[src/logic/rcg_pkg.sv]
// Constants, register map and field layout of the reference clock generator.
// Assumes a single 100 MHz system clock and an AHB-Lite bus with 32-bit data.
package rcg_pkg;

  // Register byte offsets on the bus.
  localparam logic [7:0]  RCG_CTRL_OFS       = 8'h00;
  localparam logic [7:0]  RCG_STATUS_OFS     = 8'h04;
  localparam int          RCG_OFS_W          = 8;

  // Control register layout and reset value.
  localparam int          RCG_CTRL_W         = 8;
  localparam int          RCG_EN_BIT         = 7;
  localparam int          RCG_DRIVE_BIT      = 6;
  localparam int          RCG_SLEW_BIT       = 5;
  localparam int          RCG_DUTY_LSB       = 3;
  localparam int          RCG_DIV_LSB        = 0;
  localparam logic [7:0]  RCG_CTRL_RESET     = 8'h30;

  // Status register layout.
  localparam int          RCG_ST_RUN_BIT     = 0;
  localparam int          RCG_ST_REFPIN_BIT  = 1;
  localparam int          RCG_ST_COPIN_BIT   = 2;
  localparam int          RCG_ST_XTAL_BIT    = 3;
  localparam int          RCG_ST_LEVEL_BIT   = 4;

  // Duty and divider codes.
  localparam logic [1:0]  RCG_DUTY_0         = 2'h0;
  localparam logic [1:0]  RCG_DUTY_25        = 2'h1;
  localparam logic [1:0]  RCG_DUTY_50        = 2'h2;
  localparam logic [1:0]  RCG_DUTY_75        = 2'h3;
  localparam logic [2:0]  RCG_DIV_BASE       = 3'h0;
  localparam logic [2:0]  RCG_DIV_2          = 3'h1;
  localparam logic [2:0]  RCG_DIV_4          = 3'h2;

  // Divider counter sizing.
  localparam int          RCG_CNT_W          = 7;
  localparam logic [6:0]  RCG_CNT_INIT       = 7'h7f;
  localparam logic [6:0]  RCG_CNT_STEP       = 7'h01;
  localparam logic [7:0]  RCG_PERIOD_UNIT    = 8'h01;

  // AHB-Lite encodings.
  localparam int          RCG_HTRANS_ACT_BIT = 1;
  localparam logic [2:0]  RCG_HSIZE_WORD     = 3'h2;
  localparam logic [31:0] RCG_HRDATA_RESET   = 32'h0000_0000;

endpackage : rcg_pkg

[src/logic/rcg_div_if.sv]
// Interface between the top level and one divider/duty generator.
// Assumes both ends run on the same system clock.
`timescale 1ns/1ns
interface rcg_div_if;
  logic       enable;
  logic       hold;
  logic [2:0] div_sel;
  logic [1:0] duty_sel;
  logic       clk_level;
  logic       bypass;

  // The top level steers the generator and reads back its waveform.
  modport ctrl (output enable, output hold, output div_sel, output duty_sel,
                input clk_level, input bypass);
  modport gen  (input enable, input hold, input div_sel, input duty_sel,
                output clk_level, output bypass);
endinterface : rcg_div_if

[src/logic/rcg_top.sv]
// Reference clock generator: control register on AHB-Lite, a divider for the
// reference clock, a fixed divide-by-four for the clock-out function, and the
// registered pin and modulator outputs.
// Assumes configuration inputs and sleep come from logic on the system clock.
//
// The placing of the registers and the AHB-Lite slave port were decided locally.
`timescale 1ns/1ns
module rcg_top
  import rcg_pkg::*;
(
  input  wire logic        clock_i,
  input  wire logic        reset_n_i,
  input  wire logic        hsel_i,
  input  wire logic [31:0] haddr_i,
  input  wire logic [1:0]  htrans_i,
  input  wire logic        hwrite_i,
  input  wire logic [2:0]  hsize_i,
  input  wire logic [31:0] hwdata_i,
  input  wire logic        hready_i,
  output logic      [31:0] hrdata_o,
  output logic             hreadyout_o,
  output logic             hresp_o,
  input  wire logic        sleep_i,
  input  wire logic        low_power_crystal_mode_i,
  input  wire logic        standard_crystal_mode_i,
  input  wire logic        high_speed_crystal_mode_i,
  input  wire logic        cpu_clock_out_n_i,
  output logic             refgen_output_pin_o,
  output logic             refgen_output_pin_oe_n_o,
  output logic             refgen_output_pin_bypass_o,
  output logic             refgen_slew_limit_o,
  output logic             modulator_clk_o,
  output logic             modulator_clk_bypass_o
);

  // Bus state.
  logic                  wr_pend_q;
  logic                  wr_pend_d;
  logic [RCG_OFS_W-1:0]  wr_addr_q;
  logic [RCG_OFS_W-1:0]  wr_addr_d;
  logic [31:0]           hrdata_q;
  logic [31:0]           hrdata_d;
  logic                  addr_take;
  logic [RCG_OFS_W-1:0]  addr_ofs;
  logic [RCG_CTRL_W-1:0] ctrl_view;
  logic [31:0]           status_word;

  // Control register.
  logic [RCG_CTRL_W-1:0] ctrl_q;
  logic [RCG_CTRL_W-1:0] ctrl_d;

  // Pin and modulator output registers.
  logic                  pin_q;
  logic                  pin_d;
  logic                  oe_n_q;
  logic                  oe_n_d;
  logic                  pin_byp_q;
  logic                  pin_byp_d;
  logic                  slew_q;
  logic                  slew_d;
  logic                  mod_q;
  logic                  mod_d;
  logic                  mod_byp_q;
  logic                  mod_byp_d;

  // Decoded configuration.
  logic                  gen_en;
  logic                  pin_drive;
  logic                  crystal;
  logic                  clkout_on;
  logic                  wdata_slew;

  rcg_div_if ref_if ();
  rcg_div_if co_if ();

  // Control fields and pin ownership.
  assign gen_en     = ctrl_q[RCG_EN_BIT];
  assign pin_drive  = ctrl_q[RCG_DRIVE_BIT];
  assign crystal    = low_power_crystal_mode_i | standard_crystal_mode_i
                      | high_speed_crystal_mode_i;
  assign clkout_on  = !cpu_clock_out_n_i;
  assign wdata_slew = hwdata_i[RCG_SLEW_BIT];

  // Reference divider steering. It is enabled by the control bit alone, so
  // a lost pin does not starve the modulator of its clock.
  assign ref_if.enable   = gen_en;
  assign ref_if.hold     = sleep_i;
  assign ref_if.div_sel  = ctrl_q[RCG_DIV_LSB +: 3];
  assign ref_if.duty_sel = ctrl_q[RCG_DUTY_LSB +: 2];

  // The clock-out divider is a fixed quarter of the system clock at half duty.
  assign co_if.enable    = clkout_on && !crystal;
  assign co_if.hold      = sleep_i;
  assign co_if.div_sel   = RCG_DIV_4;
  assign co_if.duty_sel  = RCG_DUTY_50;

  rcg_divider u_ref_div (
    .clock_i   (clock_i),
    .reset_n_i (reset_n_i),
    .div_if    (ref_if.gen)
  );

  rcg_divider u_co_div (
    .clock_i   (clock_i),
    .reset_n_i (reset_n_i),
    .div_if    (co_if.gen)
  );

  // Address phase decode; only the low byte of the address selects a register.
  assign addr_take = hsel_i && hready_i && htrans_i[RCG_HTRANS_ACT_BIT];
  assign addr_ofs  = haddr_i[RCG_OFS_W-1:0];

  // A read that directly follows a write to the control register sees the new
  // value, since the write lands on the same edge the read data is captured.
  assign ctrl_view = (wr_pend_q && wr_addr_q == RCG_CTRL_OFS)
                     ? hwdata_i[RCG_CTRL_W-1:0] : ctrl_q;

  // Status word reflects the live state of the generator and the pin.
  always_comb begin
    status_word                    = RCG_HRDATA_RESET;
    status_word[RCG_ST_RUN_BIT]    = gen_en && !sleep_i;
    status_word[RCG_ST_REFPIN_BIT] = !oe_n_q && !clkout_on && !crystal;
    status_word[RCG_ST_COPIN_BIT]  = !oe_n_q && clkout_on && !crystal;
    status_word[RCG_ST_XTAL_BIT]   = crystal;
    status_word[RCG_ST_LEVEL_BIT]  = ref_if.clk_level;
  end

  // Bus next state: zero wait states, always OKAY, unmapped reads give zero
  // and unmapped or narrow writes are dropped.
  always_comb begin
    wr_pend_d = 1'b0;
    wr_addr_d = wr_addr_q;
    hrdata_d  = hrdata_q;
    ctrl_d    = ctrl_q;
    if (wr_pend_q && wr_addr_q == RCG_CTRL_OFS) begin
      ctrl_d = hwdata_i[RCG_CTRL_W-1:0];
    end
    if (addr_take) begin
      if (hwrite_i) begin
        wr_pend_d = (hsize_i == RCG_HSIZE_WORD);
        wr_addr_d = addr_ofs;
      end else if (addr_ofs == RCG_CTRL_OFS) begin
        hrdata_d = {{(32-RCG_CTRL_W){1'b0}}, ctrl_view};
      end else if (addr_ofs == RCG_STATUS_OFS) begin
        hrdata_d = status_word;
      end else begin
        hrdata_d = RCG_HRDATA_RESET;
      end
    end
  end

  // Bus and control registers; reset restores the documented defaults.
  always_ff @(posedge clock_i or negedge reset_n_i) begin
    if (!reset_n_i) begin
      wr_pend_q <= 1'b0;
      wr_addr_q <= RCG_CTRL_OFS;
      hrdata_q  <= RCG_HRDATA_RESET;
      ctrl_q    <= RCG_CTRL_RESET;
    end else begin
      wr_pend_q <= wr_pend_d;
      wr_addr_q <= wr_addr_d;
      hrdata_q  <= hrdata_d;
      ctrl_q    <= ctrl_d;
    end
  end

  // Pin mux. A crystal owns the pin outright, then clock-out, then the
  // reference clock. The undivided case cannot be built from flip-flops, so
  // the pad is told to pass the system clock itself through the bypass flag.
  always_comb begin
    pin_d     = pin_q;
    oe_n_d    = oe_n_q;
    pin_byp_d = pin_byp_q;
    mod_d     = mod_q;
    mod_byp_d = mod_byp_q;
    slew_d    = ctrl_q[RCG_SLEW_BIT];
    if (!sleep_i) begin
      mod_d     = ref_if.clk_level;
      mod_byp_d = ref_if.bypass;
      if (crystal) begin
        pin_d     = 1'b0;
        oe_n_d    = 1'b1;
        pin_byp_d = 1'b0;
      end else if (clkout_on) begin
        pin_d     = co_if.clk_level;
        oe_n_d    = 1'b0;
        pin_byp_d = 1'b0;
      end else if (gen_en && pin_drive) begin
        pin_d     = ref_if.clk_level;
        oe_n_d    = 1'b0;
        pin_byp_d = ref_if.bypass;
      end else begin
        pin_d     = 1'b0;
        oe_n_d    = 1'b1;
        pin_byp_d = 1'b0;
      end
    end
  end

  // Output registers; the pin starts released after reset.
  always_ff @(posedge clock_i or negedge reset_n_i) begin
    if (!reset_n_i) begin
      pin_q     <= 1'b0;
      oe_n_q    <= 1'b1;
      pin_byp_q <= 1'b0;
      slew_q    <= 1'b1;
      mod_q     <= 1'b0;
      mod_byp_q <= 1'b0;
    end else begin
      pin_q     <= pin_d;
      oe_n_q    <= oe_n_d;
      pin_byp_q <= pin_byp_d;
      slew_q    <= slew_d;
      mod_q     <= mod_d;
      mod_byp_q <= mod_byp_d;
    end
  end

  assign hrdata_o                   = hrdata_q;
  assign hreadyout_o                = 1'b1;
  assign hresp_o                    = 1'b0;
  assign refgen_output_pin_o        = pin_q;
  assign refgen_output_pin_oe_n_o   = oe_n_q;
  assign refgen_output_pin_bypass_o = pin_byp_q;
  assign refgen_slew_limit_o        = slew_q;
  assign modulator_clk_o            = mod_q;
  assign modulator_clk_bypass_o     = mod_byp_q;

  // Checks on the pin, the modulator feed and the control register.
  AST_RESET_DEFAULT: assert property (@(posedge clock_i) disable iff (!reset_n_i)
    $rose(reset_n_i) |-> ctrl_q == RCG_CTRL_RESET && oe_n_q && !mod_q)
    else $error("Control not at default after reset");
  AST_CRYSTAL_NO_DRIVE: assert property (@(posedge clock_i) disable iff (!reset_n_i)
    crystal && !sleep_i |=> oe_n_q && !pin_byp_q) else $error("Pin driven in crystal mode");
  AST_CLKOUT_PRIO: assert property (@(posedge clock_i) disable iff (!reset_n_i)
    !crystal && clkout_on && !sleep_i |=> !oe_n_q && pin_q == $past(co_if.clk_level))
    else $error("Clock-out not on pin");
  AST_PIN_RELEASE: assert property (@(posedge clock_i) disable iff (!reset_n_i)
    !crystal && !clkout_on && !sleep_i && !(gen_en && pin_drive) |=> oe_n_q && !pin_q)
    else $error("Pin driven without drive bit");
  AST_PIN_REF: assert property (@(posedge clock_i) disable iff (!reset_n_i)
    !crystal && !clkout_on && !sleep_i && gen_en && pin_drive
    |=> !oe_n_q && pin_q == $past(ref_if.clk_level)) else $error("Reference not on pin");
  AST_MOD_FEED: assert property (@(posedge clock_i) disable iff (!reset_n_i)
    !sleep_i |=> mod_q == $past(ref_if.clk_level) && mod_byp_q == $past(ref_if.bypass))
    else $error("Modulator clock not fed");
  AST_SLEEP_PIN: assert property (@(posedge clock_i) disable iff (!reset_n_i)
    sleep_i |=> $stable(pin_q) && $stable(oe_n_q) && $stable(mod_q))
    else $error("Outputs moved during sleep");
  AST_SLEW_WRITE: assert property (@(posedge clock_i) disable iff (!reset_n_i)
    wr_pend_q && wr_addr_q == RCG_CTRL_OFS ##1 !(wr_pend_q && wr_addr_q == RCG_CTRL_OFS)
    |=> refgen_slew_limit_o == $past(wdata_slew, 2)) else $error("Slew bit not applied");

endmodule : rcg_top

[src/logic/rcg_divider.sv]
// Power-of-two divider with selectable duty, all outputs from flip-flops.
// Assumes the controller keeps configuration steady while checks run.
`timescale 1ns/1ns
module rcg_divider
  import rcg_pkg::*;
(
  input  wire logic clock_i,
  input  wire logic reset_n_i,
  rcg_div_if.gen    div_if
);

  logic [RCG_CNT_W-1:0] cnt_q;
  logic [RCG_CNT_W-1:0] cnt_d;
  logic                 out_q;
  logic                 out_d;
  logic                 byp_q;
  logic                 byp_d;
  logic [RCG_CNT_W:0]   period;
  logic [RCG_CNT_W:0]   mask;
  logic [RCG_CNT_W:0]   high;

  // Next count and level; one system clock is the finest step, so the
  // undivided and halved settings can only approximate the quarter duties.
  always_comb begin
    period = RCG_PERIOD_UNIT << div_if.div_sel;
    mask   = period - RCG_PERIOD_UNIT;
    unique case (div_if.duty_sel)
      RCG_DUTY_0:  high = '0;
      RCG_DUTY_25: high = period >> 2;
      RCG_DUTY_50: high = period >> 1;
      RCG_DUTY_75: high = (period >> 1) + (period >> 2);
    endcase
    if ((div_if.duty_sel != RCG_DUTY_0) && (high == '0)) begin
      high = RCG_PERIOD_UNIT;
    end
    cnt_d = cnt_q;
    out_d = out_q;
    byp_d = byp_q;
    if (!div_if.enable) begin
      cnt_d = mask[RCG_CNT_W-1:0];
      out_d = 1'b0;
      byp_d = 1'b0;
    end else if (!div_if.hold) begin
      cnt_d = (cnt_q + RCG_CNT_STEP) & mask[RCG_CNT_W-1:0];
      out_d = ({1'b0, cnt_d} < high);
      byp_d = (div_if.div_sel == RCG_DIV_BASE) && (div_if.duty_sel != RCG_DUTY_0);
    end
  end

  // Counter and waveform registers.
  always_ff @(posedge clock_i or negedge reset_n_i) begin
    if (!reset_n_i) begin
      cnt_q <= RCG_CNT_INIT;
      out_q <= 1'b0;
      byp_q <= 1'b0;
    end else begin
      cnt_q <= cnt_d;
      out_q <= out_d;
      byp_q <= byp_d;
    end
  end

  assign div_if.clk_level = out_q;
  assign div_if.bypass    = byp_q;

  AST_DIS_LOW: assert property (@(posedge clock_i) disable iff (!reset_n_i)
    !div_if.enable |=> !out_q && !byp_q) else $error("Disabled divider not low");
  AST_FIRST_HIGH: assert property (@(posedge clock_i) disable iff (!reset_n_i)
    !div_if.enable ##1 (div_if.enable && !div_if.hold && div_if.duty_sel != RCG_DUTY_0)
    |=> out_q && cnt_q == '0) else $error("First period after enable not full");
  AST_DUTY0: assert property (@(posedge clock_i) disable iff (!reset_n_i)
    (div_if.duty_sel == RCG_DUTY_0)[*2] |=> !out_q && !byp_q) else $error("Zero duty not low");
  AST_HOLD: assert property (@(posedge clock_i) disable iff (!reset_n_i)
    div_if.enable && div_if.hold |=> $stable(out_q) && $stable(cnt_q))
    else $error("Divider moved during sleep");
  AST_WRAP4: assert property (@(posedge clock_i) disable iff (!reset_n_i)
    div_if.enable && !div_if.hold && div_if.div_sel == RCG_DIV_4 && cnt_q == 7'h03
    |=> cnt_q == '0) else $error("Divide by four did not wrap");
  AST_Q25: assert property (@(posedge clock_i) disable iff (!reset_n_i)
    div_if.enable && !div_if.hold && div_if.div_sel == 3'h4 && div_if.duty_sel == RCG_DUTY_25
    && cnt_q == 7'h03 |=> !out_q && cnt_q == 7'h04) else $error("Quarter duty wrong");
  AST_DIV2: assert property (@(posedge clock_i) disable iff (!reset_n_i)
    div_if.enable && !div_if.hold && div_if.div_sel == RCG_DIV_2
    && div_if.duty_sel != RCG_DUTY_0 && cnt_q == 7'h01 |=> out_q)
    else $error("Halved clock missing high phase");
  AST_BYPASS: assert property (@(posedge clock_i) disable iff (!reset_n_i)
    div_if.enable && !div_if.hold && div_if.div_sel == RCG_DIV_BASE
    && div_if.duty_sel != RCG_DUTY_0 |=> byp_q) else $error("Undivided mode not bypassed");

endmodule : rcg_divider

[config.mk]
export PLATFORM = sky130hd
export DESIGN_NAME = rcg_top
export DESIGN_NICKNAME = d
export VERILOG_FILES = /design/src/logic/rcg_pkg.sv /design/src/logic/rcg_div_if.sv /design/src/logic/rcg_top.sv /design/src/logic/rcg_divider.sv
export SDC_FILE = /design/constraint.sdc
export NUM_CORES = 1
export LEC_CHECK = 0
export ABC_AREA = 1
export BUFFER_PORTS_ARGS = -buffer_cell sky130_fd_sc_hd__buf_2
export CORE_UTILIZATION = 35
export CTS_BUF_LIST = sky130_fd_sc_hd__clkbuf_8
export DETAILED_ROUTE_END_ITERATION = 10
export HOLD_SLACK_MARGIN = 0.15
export PLACE_DENSITY = 0.66
export SLEW_MARGIN = 40
export SYNTH_ARGS = -nofsm -noshare
export SYNTH_HDL_FRONTEND = slang
export SYNTH_SLANG_ARGS = --single-unit
[constraint.sdc]
create_clock -name clock_i -period 7.2 [get_ports clock_i]
set_input_delay 0 -clock clock_i [delete_from_list [all_inputs] [get_ports clock_i]]
set_output_delay 0 -clock clock_i [all_outputs]
set_load 0.01 [all_outputs]
# Word-level counts from Yosys, hierarchy flattened
# Cells that the tools add are included.
dict set report totals {
  reg_bits 67
  out_inout_bits 40
}
dict set report op_classes {
  bitwise_logic 4
  add_sub_neg 4
  muxes 26
  n_shift 1
  n_reduce_logical 24
  order_cmp 2
  eq_ne 7
}
# cell n
set op_table {}
lappend op_table {{$pmux 8 s4} 1}
lappend op_table {{$logic_not 8->1} 3}
lappend op_table {{$mux 8} 3}
lappend op_table {{$mux 1} 17}
lappend op_table {{$mux 7} 2}
lappend op_table {{$logic_and 1x1->1} 12}
lappend op_table {{$add 7x6->8} 1}
lappend op_table {{$eq 8x3->1 const B} 1}
lappend op_table {{$lt 7x8->1} 1}
lappend op_table {{$shl 1x3->8 const A} 1}
lappend op_table {{$add 7x1->7 const B} 1}
lappend op_table {{$and 7x7->7} 1}
lappend op_table {{$sub 7x1->7 const B} 1}
lappend op_table {{$mux 5} 1}
lappend op_table {{$eq 2x2->1 const B} 2}
lappend op_table {{$logic_not 1->1} 4}
lappend op_table {{$mux 2} 2}
lappend op_table {{$ne 2x2->1 const B} 2}
lappend op_table {{$reduce_and 2->1} 2}
lappend op_table {{$eq 3x2->1 const B} 1}
lappend op_table {{$logic_not 3->1} 1}
lappend op_table {{$add 2x1->2 const B} 1}
lappend op_table {{$eq 2x1->1 const B} 1}
lappend op_table {{$logic_not 2->1} 1}
lappend op_table {{4 further kinds} 5}

# Logic depth before layout (Yosys ltp)
dict set report depth {
  ltp_word 9
  ltp_mapped 25
  ltp_nobuf 25
}

# By module
# Synthesis repeated with hierarchy kept, for this count alone.
dict set report unflattened {
  cells_unflattened 656
  area_unflattened_um2 4519.3
}
# mod instances seq_area_each_um2 cells_per_inst area_each_um2
set modules_own_cells {}
lappend modules_own_cells {rcg_divider 2 234.0 218 1397.6}
lappend modules_own_cells {rcg_top 1 780.7 220 1724.2}

# Worst setup path before layout
# Ideal clock, no wire load.
dict set report synth_timing {
  kind {register to register}
  start {register ctrl_q[1]}
  end {register u_ref_div.out_q, in the netlist u_ref_div.div_if.clk_level}
  synth_period_minus_slack_ps 2807
  stages_incl_launch_ff 22
  setup_slack_ps 4393
  arrival_time_ps 2742
  t_required_ps 7135
  setup_ps 65
  path_cell_list {dfrtp_1 inv_1 nor2_2 nand2_1 inv_1 ha_1 inv_1 fa_1 inv_1 nand3_1 nand2_1 nand2_1 nand2_1 nand2_1 nand2_1 nand3_1 ha_1 a21oi_1 nor2_1 a311oi_1 nand2_1 nand2_1}
}
dict set report synth_between {
  elab_chain_cells 9
  word_cells_on_any_way 11
  cone_classes {2 x add/sub; 1 x order compare; 1 x shift; 4 x mux; 1 x bitwise; 2 x reduce/logical}
}
# element line_no
set synth_rtl {}
lappend synth_rtl {{start, declared} rcg_top.sv:49} ;# logic [RCG_CTRL_W-1:0] ctrl_q;
lappend synth_rtl {{start signal, assigned} rcg_top.sv:163} ;# ctrl_q <= ctrl_d;
lappend synth_rtl {{$shl 1x3->8 *} rcg_divider.sv:25} ;# period = RCG_PERIOD_UNIT << div_if.div_sel;
lappend synth_rtl {{$add 7x6->8} rcg_divider.sv:31} ;# RCG_DUTY_75: high = (period >> 1) + (period >> 2);
lappend synth_rtl {{$pmux 8 s4} rcg_divider.sv:27} ;# unique case (div_if.duty_sel)
lappend synth_rtl {{$logic_not 8->1} rcg_divider.sv:33} ;# if ((div_if.duty_sel != RCG_DUTY_0) && (high == '0)) begin
lappend synth_rtl {{$logic_and 1x1->1} rcg_divider.sv:33}
lappend synth_rtl {{$mux 8} rcg_divider.sv:33}
lappend synth_rtl {{$lt 7x8->1 *} rcg_divider.sv:45} ;# out_d = ({1'b0, cnt_d} < high);
lappend synth_rtl {{$mux 1 *} rcg_divider.sv:43} ;# end else if (!div_if.hold) begin
lappend synth_rtl {{$mux 1 *} rcg_divider.sv:39} ;# if (!div_if.enable) begin
lappend synth_rtl {{end signal, assigned} rcg_divider.sv:58} ;# out_q <= out_d;
lappend synth_rtl {{end, declared} rcg_divider.sv:14} ;# logic out_q;
# Every way passes the cells marked *; elsewhere a longest branch is shown, timed or not. The select of a mux whose other input is x is not followed.
# A chain may end at the register's enable or synchronous reset.

# Worst setup path in the final report
# Same ends and word-level chain as after synthesis.

==> metrics.txt <==
FP Rows=33; setup repair after global routing missed its margin=no; number of CTS-inserted buffers=5; critical path startpoint category=register; largest stage delay on the critical path=480 ps; pin slew with the least headroom to its limit=540 ps; number of storage elements in the synthesis netlist=43; Buf/Inv on CP=5; Gates resized, CTS repair=0; kind of critical path=register to register; n_diodes=0; Yosys warning total=0; Total Nets Final=567; number of H-tree levels=2; count of fill cells added during filler insertion=820; Die Area=0.00903 mm2; portion of the post-synthesis area used by sequential elements=0.361; Crit Path Max Fanout=6; count of cell types in the netlist=42; First DRT Iteration DRCs=116; multi-input combinational cell area=0.00156 mm2; most repeated library cell on the critical path=sky130_fd_sc_hd__nand2_1; cell family contributing the most delay on the critical path=simple AND/OR/NAND/NOR gates; most frequent cells in the layout=sky130_fd_sc_hd__nand2_1 (87), sky130_fd_sc_hd__inv_1 (63), sky130_fd_sc_hd__buf_2 (42); Max Clk Rate=306 MHz; synthesis-to-layout area growth=20.6%; TritonCTS clock tree=done; most common flop cell mapped by yosys=sky130_fd_sc_hd__dfrtp_1; CTS sink cnt=43; final setup violating endpoints=0; Routability Congestion=0.860; signal arrival time at the worst endpoint=3460 ps; Port Buf Inserts=43; Max-Slew Margin vs Limit=0.640; Post-synth EDFFs=0; via count of the first global-routing pass=2568; Crit path required time=7380 ps; postcts setup bufs=0; router iterations before antenna repair=6; final worst path period share=0.455; clk slew on worst S/H paths=80 ps; worst-case clock buffer depth=2; worst hold margin=265 ps; worst-case reg-to-reg path depth=22; netlist area before placement=0.00303 mm2; via density per instance=4.63; proportion of layout cells with a drive suffix above 1=0.192; share of async-settable or async-resettable flops after synthesis=1.00; antenna violations before repair=0; Post-Route Skew=6.99 ps; pin count of the biggest net entering global routing=44; placeable core area=0.00830 mm2; drt wl/cell=12.1 um; number of pins exceeding their max-slew limit in the final report=0; CP max stage cell=sky130_fd_sc_hd__dfrtp_1; ports placed on the boundary=119; footprint of the flip-flops and latches=0.00109 mm2; worst voltage drop across the vdd grid=0.000111 V; classification of the worst-slack hold path=input port to asynchronous set/reset pin; global-route wire length before repair=11700 um; clock root buffer=sky130_fd_sc_hd__clkbuf_8; latest clock arrival within the worst-skew pair=290 ps; initial standard-cell utilization of the core=0.365; overall via count from detail_route=2653; post-route DRC violation count=0; Levels on crit path=22; run status=finished clean; Post-Route WL=6920 um; Die Wd=95.0 um; post-DP HPWL=4970 um; Remaining Overflow, GRT=0; setup tns final=0 ps; reported leakage power=1.97 nW; cell count after synthesis=395; aggregate global-route resource usage=0.164; DIE HEIGHT=95.0 um; Post-CTS Hold Buffers=28; Avg Inst Size Synth=7.67 um2; min Tclk post-route=3270 ps; most frequent standard cell in the layout excluding fill and tap cells=sky130_fd_sc_hd__nand2_1; power density over cell area=164 mW/mm2; crit end category=register; Antenna Nets Post-Route=0; critical-path cell list=inv_1 > nor2_2 > nand2_1 > inv_1 > ha_1 > inv_1 > fa_1 > inv_1 > nand3_1 > nand2_1 > nand2_1 > nand2_1 > nand2_1 > nand2_1 > nand3_1 > ha_1 > inv_1 > nor2_1 > and3_1 > nand2_1 > nand2_1 > nand2_1; Hold Vio Cnt, Final=0; utilization after layout=0.440; count of maximum capacitance violations=0
registers in the layout, indices dropped and copies added, names as in the netlist:
signal,cells
ctrl_q,8
hrdata_o,8
modulator_clk_bypass_o,1
modulator_clk_o,1
refgen_output_pin_bypass_o,1
refgen_output_pin_o,1
refgen_output_pin_oe_n_o,1
refgen_slew_limit_o,1
u_co_div.cnt_q,2
u_co_div.div_if.clk_level,1
u_ref_div.cnt_q,7
u_ref_div.div_if.bypass,1
u_ref_div.div_if.clk_level,1
wr_addr_q,8
wr_pend_q,1
synthesized netlist by cell type (2+ instances only):
cell type                  count  share of area
sky130_fd_sc_hd__nor2_4        2         0.0074
sky130_fd_sc_hd__o21ai_0      19          0.031
sky130_fd_sc_hd__inv_1        62          0.077
sky130_fd_sc_hd__dfrtp_1      30           0.25
sky130_fd_sc_hd__mux2_2        7          0.026
sky130_fd_sc_hd__o31ai_1       2         0.0050
sky130_fd_sc_hd__nand4_1       2         0.0041
sky130_fd_sc_hd__conb_1        2         0.0025
sky130_fd_sc_hd__nand2_2       4         0.0083
sky130_fd_sc_hd__a22oi_2       2         0.0083
sky130_fd_sc_hd__inv_2         6         0.0074
sky130_fd_sc_hd__nand2_1      87           0.11
sky130_fd_sc_hd__nor2_2        5          0.010
sky130_fd_sc_hd__nor3_1        2         0.0033
sky130_fd_sc_hd__o221ai_1      4          0.012
sky130_fd_sc_hd__o21ai_1       3         0.0050
sky130_fd_sc_hd__a21oi_1       5         0.0083
sky130_fd_sc_hd__xnor2_1       3         0.0087
sky130_fd_sc_hd__buf_4        26          0.064
sky130_fd_sc_hd__nor4_1        3         0.0062
sky130_fd_sc_hd__clkbuf_1      3         0.0037
sky130_fd_sc_hd__nand3_1      29          0.048
sky130_fd_sc_hd__a22oi_1       2         0.0050
sky130_fd_sc_hd__nor2_1       30          0.037
sky130_fd_sc_hd__xor2_1        6          0.017
sky130_fd_sc_hd__dfstp_2      13           0.11
sky130_fd_sc_hd__a21o_1        2         0.0050
sky130_fd_sc_hd__ha_1         20          0.083
path summary, 6_finish.rpt:
| path | slack (ps) | start | endpoint |
|---|---|---|---|
| max in group asynchronous | 6550 | reset_n_i | u_co_div.cnt_q[0] |
| worst max-delay path | 3930 | ctrl_q[1] | u_ref_div.div_if.clk_level |
| worst max register to register | 3930 | ctrl_q[1] | u_ref_div.div_if.clk_level |
| min in group clock_i | 280 | hready_i | hrdata_o[3] |
| worst min register to register | 370 | ctrl_q[5] | refgen_slew_limit_o |
| worst min-delay path | 270 | reset_n_i | wr_addr_q[4] |
stage by stage:
stage               worst slack, ps  area (um2)  total power (W)  instances
detailed placement             3970        3260         0.000406        537
CTS                            3950        3650         0.000602        573
floorplan                      4390        3120         0.000381        419
global placement               4090        3250         0.000401        537
finish                         3930        3650         0.000599        573
global route                   3580        3650         0.000637        573
kinds of logic (layout without fill, tap and decap cells):
| group | after synthesis | count (layout) | share of synthesized area |
|---|---|---|---|
| simple gates | 168 | 168 | 0.242 |
| other cells | 2 | 26 | 0.00248 |
| compound gates | 46 | 46 | 0.0979 |
| fa+ha+maj | 21 | 21 | 0.0892 |
| flops | 43 | 43 | 0.361 |
| mux | 7 | 7 | 0.0260 |
| xor+xnor | 9 | 9 | 0.0260 |
| buf+inv | 99 | 148 | 0.155 |
cell type report:
type | count | area share
repair buffers | 71 | 0.136
clock inverters | 3 | 0.0113
multi-input cells | 277 | 0.428
clock buffers | 5 | 0.0188
well taps | 105 | 0.0360
flip-flops and latches | 43 | 0.299
inverters | 69 | 0.0709
power breakdown:
part	leakage, nW	internal [W]	total (W)	switching (W)
clock network	0.0556	0.000102	0.000185	0.0000830
logic	1.38	0.0000582	0.000133	0.0000752
registers	0.534	0.000265	0.000281	0.0000162
total	1.97	0.000425	0.000599	0.000174
layer usage:
layer	up-vias	GRT usage	routed length, um
met5	-	0	0
met1	1234	0.214	3160
met2	67	0.278	3380
met3	8	0.0303	301
met4	0	0.0417	70
li1	1344	-	-
Note: power is estimated with default switching activity, not from simulation.
